==> src/shared/e1sa_pkg.sv <==
// Constants and types for the E1 automatic A/Sa alarm insertion block
// How it works
// - Power-loss enable with power lost sends A=0, Sa5=1, Sa6=1000.
// - The power-loss pin high means power is lost, low means power is good.
// - Combined enable with power lost plus signal or alignment loss sends A=1, Sa5=1, Sa6=1000.
// - Auxiliary enable with signal loss replaces Sa5 and Sa6 with 10101010.
// - First LOS/LFA enable sends Sa5=1, Sa6=0000 and leaves A at its normal source.
// - First LOS-only enable with signal loss sends A=1, Sa5=1, Sa6=1110.
// - Second LOS/LFA enable sends A=1, Sa5=0, Sa6=0000.
// - Third LOS/LFA enable sends A=0, Sa5=1, Sa6=1100.
// - Fourth LOS/LFA enable sends A=0, Sa5=1, Sa6=1110.
// - First AIS enable with AIS received sends A=1, Sa5=1, Sa6 all ones.
// - Second AIS enable with AIS received sends A=0, Sa5=1, Sa6 all ones.
`default_nettype none
package e1sa_pkg;
  // Register indices; byte address is four times the index
  localparam logic [9:0] E1SA_IDX_CTRL1 = 10'h131;
  localparam logic [9:0] E1SA_IDX_CTRL2 = 10'h132;
  localparam logic [9:0] E1SA_IDX_STAT = 10'h13F;
  localparam logic [7:0] E1SA_CTRL1_RST = 8'h00;
  localparam logic [7:0] E1SA_CTRL2_RST = 8'h00;
  // Control 1 bit positions
  localparam int E1SA_B1_LOSLFA1 = 7;
  localparam int E1SA_B1_LOS1 = 6;
  localparam int E1SA_B1_LOSLFA2 = 5;
  localparam int E1SA_B1_LOSLFA3 = 4;
  localparam int E1SA_B1_LOSLFA4 = 3;
  localparam int E1SA_B1_PWR = 2;
  localparam int E1SA_B1_PWRSIG = 1;
  localparam int E1SA_B1_AUX = 0;
  // Control 2 bit positions; other bits are kept as plain storage
  localparam int E1SA_B2_AIS1 = 7;
  localparam int E1SA_B2_AIS2 = 6;
  // Per-multiframe codes: Sa5 holds 8 bits, Sa6 holds two repeated nibbles
  localparam logic [7:0] E1SA_ONES = 8'hFF;
  localparam logic [7:0] E1SA_ZEROS = 8'h00;
  localparam logic [7:0] E1SA_SA6_1000 = 8'h88;
  localparam logic [7:0] E1SA_SA6_1110 = 8'hEE;
  localparam logic [7:0] E1SA_SA6_1100 = 8'hCC;
  localparam logic [7:0] E1SA_AUX = 8'hAA;
  // Selected source codes, reported in status
  typedef enum logic [3:0] {
    E1SA_SRC_NORMAL = 4'h0,
    E1SA_SRC_PWRSIG = 4'h1,
    E1SA_SRC_PWR = 4'h2,
    E1SA_SRC_AIS1 = 4'h3,
    E1SA_SRC_AIS2 = 4'h4,
    E1SA_SRC_AUX = 4'h5,
    E1SA_SRC_LOS1 = 4'h6,
    E1SA_SRC_LOSLFA1 = 4'h7,
    E1SA_SRC_LOSLFA2 = 4'h8,
    E1SA_SRC_LOSLFA3 = 4'h9,
    E1SA_SRC_LOSLFA4 = 4'hA
  } e1sa_src_t;
  typedef struct packed {
    logic a;
    logic [7:0] sa5;
    logic [7:0] sa6;
  } e1sa_ovh_t;
  typedef struct packed {
    logic sig_loss;
    logic align_loss;
    logic ais;
    logic power_loss;
  } e1sa_cond_t;
endpackage
`default_nettype wire

==> src/rtl/e1sa_insert.sv <==
// E1 automatic A/Sa5/Sa6 alarm insertion with APB control registers
//
// The address map and the APB interface to the registers were decided locally.
`default_nettype none
module e1sa_insert (
  input wire logic pclk,
  input wire logic presetn,
  input wire logic psel,
  input wire logic penable,
  input wire logic pwrite,
  input wire logic [11:0] paddr,
  input wire logic [31:0] pwdata,
  output logic [31:0] prdata,
  output logic pready,
  output logic pslverr,
  input wire logic sig_loss,
  input wire logic align_loss,
  input wire logic ais_rx,
  input wire logic power_loss_pin,
  input wire logic mf_start,
  input wire e1sa_pkg::e1sa_ovh_t norm_ovh,
  output e1sa_pkg::e1sa_ovh_t tx_ovh,
  output logic subst_active
);
  logic [7:0] ctrl1_reg;
  logic [7:0] ctrl1_next;
  logic [7:0] ctrl2_reg;
  logic [7:0] ctrl2_next;
  logic [31:0] prdata_reg;
  logic [31:0] prdata_next;
  logic pready_reg;
  logic pready_next;
  logic pslverr_reg;
  logic pslverr_next;
  e1sa_pkg::e1sa_ovh_t ovh_reg;
  e1sa_pkg::e1sa_ovh_t ovh_next;
  e1sa_pkg::e1sa_src_t src_reg;
  e1sa_pkg::e1sa_src_t src_next;
  logic subst_reg;
  logic subst_next;
  e1sa_pkg::e1sa_src_t sel_src;
  e1sa_pkg::e1sa_ovh_t sel_ovh;
  e1sa_pkg::e1sa_cond_t cond;
  logic sig_or_align;
  logic setup_ph;
  logic wr_take;
  logic [9:0] idx;
  logic idx_ok;
  logic [31:0] rd_val;

  assign idx = paddr[11:2];
  assign setup_ph = psel && !penable;
  assign wr_take = psel && penable && pready_reg && pwrite;

  // Pin high reports loss of power
  assign cond.power_loss = power_loss_pin;
  assign cond.sig_loss = sig_loss;
  assign cond.align_loss = align_loss;
  assign cond.ais = ais_rx;
  assign sig_or_align = cond.sig_loss || cond.align_loss;

  // Address decode and read mux
  always_comb
  begin
    idx_ok = 1'b1;
    rd_val = 32'h0000_0000;
    if (paddr[1:0] != 2'h0)
    begin
      idx_ok = 1'b0;
    end
    else if (idx == e1sa_pkg::E1SA_IDX_CTRL1)
    begin
      rd_val = {24'h00_0000, ctrl1_reg};
    end
    else if (idx == e1sa_pkg::E1SA_IDX_CTRL2)
    begin
      rd_val = {24'h00_0000, ctrl2_reg};
    end
    else if (idx == e1sa_pkg::E1SA_IDX_STAT)
    begin
      rd_val = {23'h00_0000, subst_active, src_reg, cond};
    end
    else
    begin
      idx_ok = 1'b0;
    end
  end

  // APB: answer is registered in the setup cycle, so every access is one wait-free cycle
  always_comb
  begin
    pready_next = setup_ph;
    pslverr_next = 1'b0;
    prdata_next = prdata_reg;
    if (setup_ph)
    begin
      pslverr_next = !idx_ok || (pwrite && idx == e1sa_pkg::E1SA_IDX_STAT);
      prdata_next = (pwrite || !idx_ok) ? 32'h0000_0000 : rd_val;
    end
  end

  always_comb
  begin
    ctrl1_next = ctrl1_reg;
    ctrl2_next = ctrl2_reg;
    if (wr_take && idx_ok && idx == e1sa_pkg::E1SA_IDX_CTRL1)
    begin
      ctrl1_next = pwdata[7:0];
    end
    if (wr_take && idx_ok && idx == e1sa_pkg::E1SA_IDX_CTRL2)
    begin
      ctrl2_next = pwdata[7:0];
    end
  end

  always_ff @(posedge pclk or negedge presetn)
  begin
    if (!presetn)
    begin
      ctrl1_reg <= e1sa_pkg::E1SA_CTRL1_RST;
      ctrl2_reg <= e1sa_pkg::E1SA_CTRL2_RST;
      prdata_reg <= 32'h0000_0000;
      pready_reg <= 1'b0;
      pslverr_reg <= 1'b0;
    end
    else
    begin
      ctrl1_reg <= ctrl1_next;
      ctrl2_reg <= ctrl2_next;
      prdata_reg <= prdata_next;
      pready_reg <= pready_next;
      pslverr_reg <= pslverr_next;
    end
  end

  // Fixed priority: power conditions first, then AIS, then signal-loss codes.
  // Power-and-LOS/LFA beats power alone, since it carries more information.
  always_comb
  begin
    sel_src = e1sa_pkg::E1SA_SRC_NORMAL;
    sel_ovh = norm_ovh;
    if (ctrl1_reg[e1sa_pkg::E1SA_B1_PWRSIG] && cond.power_loss && sig_or_align)
    begin
      sel_src = e1sa_pkg::E1SA_SRC_PWRSIG;
      sel_ovh = '{1'b1, e1sa_pkg::E1SA_ONES, e1sa_pkg::E1SA_SA6_1000};
    end
    else if (ctrl1_reg[e1sa_pkg::E1SA_B1_PWR] && cond.power_loss)
    begin
      sel_src = e1sa_pkg::E1SA_SRC_PWR;
      sel_ovh = '{1'b0, e1sa_pkg::E1SA_ONES, e1sa_pkg::E1SA_SA6_1000};
    end
    else if (ctrl2_reg[e1sa_pkg::E1SA_B2_AIS1] && cond.ais)
    begin
      sel_src = e1sa_pkg::E1SA_SRC_AIS1;
      sel_ovh = '{1'b1, e1sa_pkg::E1SA_ONES, e1sa_pkg::E1SA_ONES};
    end
    else if (ctrl2_reg[e1sa_pkg::E1SA_B2_AIS2] && cond.ais)
    begin
      sel_src = e1sa_pkg::E1SA_SRC_AIS2;
      sel_ovh = '{1'b0, e1sa_pkg::E1SA_ONES, e1sa_pkg::E1SA_ONES};
    end
    else if (ctrl1_reg[e1sa_pkg::E1SA_B1_AUX] && cond.sig_loss)
    begin
      sel_src = e1sa_pkg::E1SA_SRC_AUX;
      sel_ovh = '{norm_ovh.a, e1sa_pkg::E1SA_AUX, e1sa_pkg::E1SA_AUX};
    end
    else if (ctrl1_reg[e1sa_pkg::E1SA_B1_LOS1] && cond.sig_loss)
    begin
      sel_src = e1sa_pkg::E1SA_SRC_LOS1;
      sel_ovh = '{1'b1, e1sa_pkg::E1SA_ONES, e1sa_pkg::E1SA_SA6_1110};
    end
    else if (ctrl1_reg[e1sa_pkg::E1SA_B1_LOSLFA1] && sig_or_align)
    begin
      sel_src = e1sa_pkg::E1SA_SRC_LOSLFA1;
      sel_ovh = '{norm_ovh.a, e1sa_pkg::E1SA_ONES, e1sa_pkg::E1SA_ZEROS};
    end
    else if (ctrl1_reg[e1sa_pkg::E1SA_B1_LOSLFA2] && sig_or_align)
    begin
      sel_src = e1sa_pkg::E1SA_SRC_LOSLFA2;
      sel_ovh = '{1'b1, e1sa_pkg::E1SA_ZEROS, e1sa_pkg::E1SA_ZEROS};
    end
    else if (ctrl1_reg[e1sa_pkg::E1SA_B1_LOSLFA3] && sig_or_align)
    begin
      sel_src = e1sa_pkg::E1SA_SRC_LOSLFA3;
      sel_ovh = '{1'b0, e1sa_pkg::E1SA_ONES, e1sa_pkg::E1SA_SA6_1100};
    end
    else if (ctrl1_reg[e1sa_pkg::E1SA_B1_LOSLFA4] && sig_or_align)
    begin
      sel_src = e1sa_pkg::E1SA_SRC_LOSLFA4;
      sel_ovh = '{1'b0, e1sa_pkg::E1SA_ONES, e1sa_pkg::E1SA_SA6_1110};
    end
  end

  // Code is only swapped at a multiframe boundary so the far end never sees a torn code
  always_comb
  begin
    ovh_next = ovh_reg;
    src_next = src_reg;
    if (mf_start)
    begin
      ovh_next = sel_ovh;
      src_next = sel_src;
    end
    // Flag registered beside the source so the pin comes straight from a flop
    subst_next = (src_next != e1sa_pkg::E1SA_SRC_NORMAL);
  end

  always_ff @(posedge pclk or negedge presetn)
  begin
    if (!presetn)
    begin
      ovh_reg <= '{1'b0, e1sa_pkg::E1SA_ONES, e1sa_pkg::E1SA_ONES};
      src_reg <= e1sa_pkg::E1SA_SRC_NORMAL;
      subst_reg <= 1'b0;
    end
    else
    begin
      ovh_reg <= ovh_next;
      src_reg <= src_next;
      subst_reg <= subst_next;
    end
  end

  assign prdata = prdata_reg;
  assign pready = pready_reg;
  assign pslverr = pslverr_reg;
  assign tx_ovh = ovh_reg;
  assign subst_active = subst_reg;
endmodule
`default_nettype wire

==> config.mk <==
export PLATFORM = sky130hd
export DESIGN_NAME = e1sa_insert
export DESIGN_NICKNAME = d
export VERILOG_FILES = /design/src/shared/e1sa_pkg.sv /design/src/rtl/e1sa_insert.sv
export SDC_FILE = /design/constraint.sdc
export NUM_CORES = 1
export LEC_CHECK = 0
export BUFFER_PORTS_ARGS = -buffer_cell sky130_fd_sc_hd__buf_2
export CELL_PAD_IN_SITES_DETAIL_PLACEMENT = 2
export CELL_PAD_IN_SITES_GLOBAL_PLACEMENT = 2
export CORE_MARGIN = 2
export CORE_UTILIZATION = 28
export CTS_BUF_LIST = sky130_fd_sc_hd__clkbuf_4 sky130_fd_sc_hd__clkbuf_8
export DETAILED_ROUTE_END_ITERATION = 10
export HOLD_SLACK_MARGIN = 0.05
export PLACE_DENSITY = 0.92
export SLEW_MARGIN = 20
export SYNTH_ARGS = -nofsm -noshare
export SYNTH_HDL_FRONTEND = slang
export SYNTH_SLANG_ARGS = --single-unit
==> constraint.sdc <==
create_clock -name pclk -period 2.1 [get_ports pclk]
set_clock_uncertainty 0.05 [all_clocks]
set_input_delay 0.42 -clock pclk [delete_from_list [all_inputs] [get_ports pclk]]
set_output_delay 0.42 -clock pclk [all_outputs]
set_load 0.02 [all_outputs]
# --- Word level (Yosys, flattened, before mapping) ---
# Index checks and enable logic that the tools add are counted.
word_totals:
  register_bits: 72
  output_inout_bits: 52
  in_bits: 71
  wordCells: 70
op_classes:
  reduce_logical: 26
  n_mux: 31
  eq_ne: 3
op_table:
  columns: ["cell", "count"]
  rows:
  - ["2-to-1 mux 17 bit", 10]
  - ["2-to-1 mux 32 bit", 2]
  - ["2-to-1 mux 4 bit", 11]
  - ["== test 10 x 9 -> 1 bit (second input constant)", 3]
  - ["2-to-1 mux 9 bit", 3]
  - ["logical AND 1 bit", 19]
  - ["2-to-1 mux 1 bit", 5]
  - ["nonzero test 4 bit", 1]
  - ["logical OR 1 bit", 3]
  - ["zero test 1 bit", 2]
  - ["nonzero test 2 bit", 1]

# --- Depth between registers and ports, before layout ---
logic_depth:
  ltp_word: 14
  ltp_mapped: 6

# --- Least setup slack after synthesis ---
# No wires, ideal clock.
synth_path:
  kind: "in2reg"
  start: "in paddr[5]"
  end: "reg ctrl2_reg[1]"
  arrival_time_ns: 1.802
  path_stages: 5
  setup_time_ns: 0.125
  path_buffers: 0
  slack_ns: 0.123
  required_time_ns: 1.925
  cell_sequence: "or2_1 -> o21ba_2 -> o211ai_4 -> nor4_4 -> mux2_2"
synth_between:
  elab_chain_len: 7
  word_cells_on_any_way: 9
synth_lines:
  columns: ["item", "line_no", "source"]
  rows:
  - ["start: declaration", "e1sa_insert.sv:11", "input wire logic [11:0] paddr,"]
  - ["== test 10 x 9 -> 1 bit", "e1sa_insert.sv:79", "else if (idx == e1sa_pkg::E1SA_IDX_STAT)"]
  - ["2-to-1 mux 1 bit", "e1sa_insert.sv:79", null]
  - ["2-to-1 mux 1 bit", "e1sa_insert.sv:75", "else if (idx == e1sa_pkg::E1SA_IDX_CTRL2)"]
  - ["2-to-1 mux 1 bit", "e1sa_insert.sv:71", "else if (idx == e1sa_pkg::E1SA_IDX_CTRL1)"]
  - ["2-to-1 mux 1 bit", "e1sa_insert.sv:67", "if (paddr[1:0] != 2'h0)"]
  - ["logical AND 1 bit", "e1sa_insert.sv:110", "if (wr_take && idx_ok && idx == e1sa_pkg::E1SA_IDX_CTRL2)"]
  - ["logical AND 1 bit *", "e1sa_insert.sv:110", null]
  - ["end signal: assignment", "e1sa_insert.sv:121", "ctrl2_reg <= e1sa_pkg::E1SA_CTRL2_RST;"]
  - ["end signal: assignment", "e1sa_insert.sv:129", "ctrl2_reg <= ctrl2_next;"]
  - ["end: declaration", "e1sa_insert.sv:27", "logic [7:0] ctrl2_reg;"]
# Every way passes the cells marked *; elsewhere a longest branch is shown, timed or not.
# A chain may end at the register's enable or synchronous reset.

# --- Final worst setup path ---
layout_path:
  start: "in paddr[5]"
  end: "reg ctrl2_reg[2]"
# Same word-level chain as after synthesis.

==> results.md <==
Power:
- The internal power consumption is between 1 and 1.5 mW.
- Across the VDD grid, the largest voltage drop is 0.283 mV.
- Power spread over the standard cell area amounts to between 600 and 700 nW/um^2.
- The clock network fraction of design power is around 34%.
- Net switching is between 20 and 30% of the power.
- The share of power burned in combinational logic is between 10% and 20%.
- The analysis attributes to net switching a power of between 0.5 and 0.6 mW.
- The sequential share of power is roughly 50%.
- Power comes to just over 2 mW.
- The analysis attributes to cell leakage a power of ~1.6 nW.

Place:
- The port buffer count is 75.
- At the placement stage, the worst setup path has a slack of -0.0688 ns.
- Detailed placement ended at an HPWL of approximately 7000 um.
- Routability-driven placement finished with a final weighted congestion of 0.846.

Route:
- The overall via count from detail_route is between 2000 and 2500.
- Using the TritonRoute via totals, the vias-per-cell ratio works out to about 4.9.
- The average wire length per cell after detail routing is about 18 um.
- The violation count after the first detailed-routing iteration is around 110.
- The DRC violations left is 0.
- The total detailed-routing wirelength is between 8000 and 9000 um.
- In this run the remaining antenna-violating nets after routing total 0.
- Before antenna repair, the detailed router went through 4 iterations.

Yosys:
- The sequential cell area fraction in the yosys report is a little under half.
- In this run the mean area of a mapped cell was between 10 and 15 um^2.
- The number of different library cells used by synthesis comes to 50.
- The fraction of registers with async set/reset is 100%.
- Summing every instance area after synthesis gives ~2700 um^2.
- The xor/xnor share of the synthesized area is 0%.
- Counting flops and latches in the post-synthesis netlist gives slightly below 50.
- For this run, the number of Yosys warnings is 0.
- The post-synthesis compound-gate area fraction is 24.8%.
- The mux cell area share after synthesis is about 6.7%.
- The synthesized-area fraction occupied by and/or/nand/nor cells is approximately 13%.
- In the synthesized netlist the dominant register cell turns out to be sky130_fd_sc_hd__dfrtp_1.
- After technology mapping, the gate count stands at ~260.
- The largest family of logic cells by synthesized area is compound AO/OA/AOI/OAI gates.
- The number of flops mapped to enable cells by yosys is 0.
- The arithmetic-cell share of the synthesized area counting full adders, half adders and majority gates is 0%.

Timing:
- The worst setup slack after layout is 0.233 ns.
- Final hold analysis gives a worst-case slack of 0.292 ns.
- The final cycle utilization of the critical path is 88.9%.
- The count of final setup violators is 0.
- Counting I/O delays and the setup requirement, the final critical path takes between 1.5 and 2 ns.
- The headroom to the max-slew limit is 52.0%.
- Based on the critical path, the design can be clocked at up to 536 MHz.
- The number of pins with negative max-slew slack in the final report is 0.
- Setup repair after global routing left no endpoint under its margin.
- The worst-margin pin slew is 0.717 ns.
- The count of final hold-check violations is 0.

Clock network:
- The number of buffers added by the clock tree synthesis step is 5.
- The cell sitting at the root of the clock tree is a sky130_fd_sc_hd__clkbuf_8.
- In this run, post-CTS repair resized a total of 0 instances.
- Clock latency on the worst-skew pair, taken at its later pin, is 0.31 ns.
- In this run the number of H-tree levels came out at 2.
- The clock net in this run drives a total of a little under 50 sinks.
- The clock passes through at most 2 buffers.
- The TritonCTS clock tree is done.
- The number of buffers inserted by post-CTS setup repair is 0.
- The CTS clock-pin slew for the worst setup and hold paths is approximately 0.10 ns.
- In this run, post-CTS hold repair placed 0 buffers.

GRT:
- Global routing used between 15 and 20% of the available tracks.
- For this run the aggregate overflow at the end of global routing stands at 0.
- The initial antenna violation count is 0.
- The global-route wire length before repair is 14000 um.
- The via count of the first global-routing pass is 2558.
- The pin count of the biggest net entering global routing is 34.

Cells and area:
- The share of final-layout standard cells stronger than drive strength 1 is between 30% and 40%.
- From synthesis to final layout, the design area changed by 23.3%.
- In the final design database the tool counted roughly 420 nets.
- The register with the most flip-flops in the layout has 17 of them.
- For this run, the share of the core covered by cells in the final layout is ~36%.
- The diode insertion count for antenna repair is 0.

Critical path:
- The critical path startpoint category is an input port.
- In this run the worst setup path terminates at ctrl2_reg[2].
- In this run the worst path has a maximum fanout of 4.
- The kind of capture point of the worst setup path is a register.
- The critical path starts at paddr[5].
- For flop-to-flop paths, the worst setup slack is 0.24 ns.
- For the worst flop-to-flop path, the logic depth is 5.
- In this run the critical register-to-register path is captured at subst_active.
- The beginning of the worst register-to-register path is ctrl1_reg[7].
- The critical setup path kind is input port to register.
- Data on the critical path arrives at its endpoint at approximately 2.0 ns.
- The data required time of the worst path is between 2 and 2.5 ns.

Outcome:
- The flow ran to the end, and the final reports show no timing, DRC or antenna violations.

Floorplanning:
- From bottom edge to top edge, the die measures 102 um.
- The floorplan step set the die width to approximately 100 um.
- The top-level port count is between 100 and 150.
- For this configuration, the core starts out at a cell density of a little under 30%.
- The placeable core region is 9280 um^2.
- The die area is about 10000 um^2.
- Row generation in the floorplan step produced 35 rows.

Flow run:
- The tool flagged a number of max-cap violations equal to 0.

Hold path:
- The tightest min-delay check is of the input port to async pin type.
how the worst min path moves through the flow:
stage,to,cells past startpoint
global placement,tx_ovh[4],1
floorplan,ctrl1_reg[0],0
global route,ctrl2_reg[3],2
CTS,ctrl1_reg[3],2
detailed placement,tx_ovh[0],1
finish,tx_ovh[12],1
kinds of logic after synthesis:
family | count (synthesis)
buffers and inverters | 40
AOI/OAI and AO/OA | 97
DFF | 49
other | 1
and+or+nand+nor | 60
muxes | 16
power by group through the flow:
stage / logic, mW / registers [mW] / clock network (mW)
final: 0.313 / 1.02 / 0.688
after global placement: 0.300 / 1.03 / 0
after CTS: 0.316 / 1.02 / 0.709
after floorplan: 0.157 / 1.08 / 0
after detailed placement: 0.314 / 1.03 / 0
after global routing: 0.341 / 1.02 / 0.739
metal layers:
layer	GRT usage, %	up-vias	routed length [um]
met1	21.9	1188	3740
met4	5.95	0	208
met5	0	-	0
li1	-	1084	-
met3	2.67	15	331
met2	30.4	63	4480
critical path: stages:
cell	delay (ns)
sky130_fd_sc_hd__buf_2	0.11
sky130_fd_sc_hd__or2_1	0.24
sky130_fd_sc_hd__o21ba_2	0.26
sky130_fd_sc_hd__o211ai_4	0.11
sky130_fd_sc_hd__nor4_4	0.31
sky130_fd_sc_hd__buf_4	0.21
sky130_fd_sc_hd__mux2_2	0.35
synth_stat cells, types with 2 or more instances:
cell type | n | area share [%]
sky130_fd_sc_hd__a21o_1 | 5 | 1.4
sky130_fd_sc_hd__a21oi_1 | 17 | 3.2
sky130_fd_sc_hd__a22o_1 | 8 | 2.6
sky130_fd_sc_hd__a22oi_1 | 9 | 2.5
sky130_fd_sc_hd__a31oi_1 | 2 | 0.47
sky130_fd_sc_hd__a32o_1 | 2 | 0.75
sky130_fd_sc_hd__and2_1 | 4 | 0.93
sky130_fd_sc_hd__buf_4 | 24 | 6.7
sky130_fd_sc_hd__clkbuf_1 | 8 | 1.1
sky130_fd_sc_hd__dfrtp_1 | 33 | 31
sky130_fd_sc_hd__dfstp_2 | 16 | 16
sky130_fd_sc_hd__inv_1 | 6 | 0.84
sky130_fd_sc_hd__mux2_2 | 15 | 6.3
sky130_fd_sc_hd__nand2_1 | 18 | 2.5
sky130_fd_sc_hd__nand2b_1 | 2 | 0.47
sky130_fd_sc_hd__nand4_1 | 3 | 0.70
sky130_fd_sc_hd__nor2_1 | 15 | 2.1
sky130_fd_sc_hd__nor2b_1 | 6 | 1.4
sky130_fd_sc_hd__nor4_4 | 2 | 1.6
sky130_fd_sc_hd__o211ai_1 | 2 | 0.56
sky130_fd_sc_hd__o21a_1 | 4 | 1.1
sky130_fd_sc_hd__o21ai_0 | 27 | 5.0
sky130_fd_sc_hd__o22a_1 | 4 | 1.3
sky130_fd_sc_hd__o22ai_1 | 3 | 0.70
sky130_fd_sc_hd__o2bb2ai_1 | 2 | 0.65
sky130_fd_sc_hd__o31ai_1 | 2 | 0.56
cell type report:
cell class / instances / area, um^2
fillers: 1072 / 5970
multi-input cells: 196 / 1280
repair buffers: 89 / 493
clock buffers: 5 / 68.8
flip-flops and latches: 49 / 1250
inverters: 6 / 22.5
well taps: 129 / 161
clock inverters: 3 / 41.3
through the flow:
stage          cells  TNS, ns  instance area (um^2)
6_report         477        0                  3310
5_1_grt          477        0                  3310
4_1_cts          477        0                  3310
3_5_place_dp     469   -0.794                  3200
3_3_place_gp     469        0                  3200
2_1_floorplan    285        0                  2770
cells in the final DEF, fill, tap and decap left out, types with 3 or more instances in the layout:
master and n:
sky130_fd_sc_hd__inv_1 6, sky130_fd_sc_hd__dfrtp_1 33, sky130_fd_sc_hd__a21oi_1 17, sky130_fd_sc_hd__a22o_1 8
sky130_fd_sc_hd__o22a_1 4, sky130_fd_sc_hd__o21a_1 4, sky130_fd_sc_hd__mux2_2 15, sky130_fd_sc_hd__a22oi_1 9
sky130_fd_sc_hd__nor2_1 15, sky130_fd_sc_hd__a21o_1 5, sky130_fd_sc_hd__conb_1 23, sky130_fd_sc_hd__nand4_1 3
sky130_fd_sc_hd__buf_4 13, sky130_fd_sc_hd__dfstp_2 16, sky130_fd_sc_hd__nor2b_1 6, sky130_fd_sc_hd__o21ai_0 27
sky130_fd_sc_hd__and2_1 4, sky130_fd_sc_hd__buf_2 75, sky130_fd_sc_hd__clkbuf_8 5, sky130_fd_sc_hd__nand2_1 18
sky130_fd_sc_hd__o22ai_1 3
(Power assumes the default switching activity.)
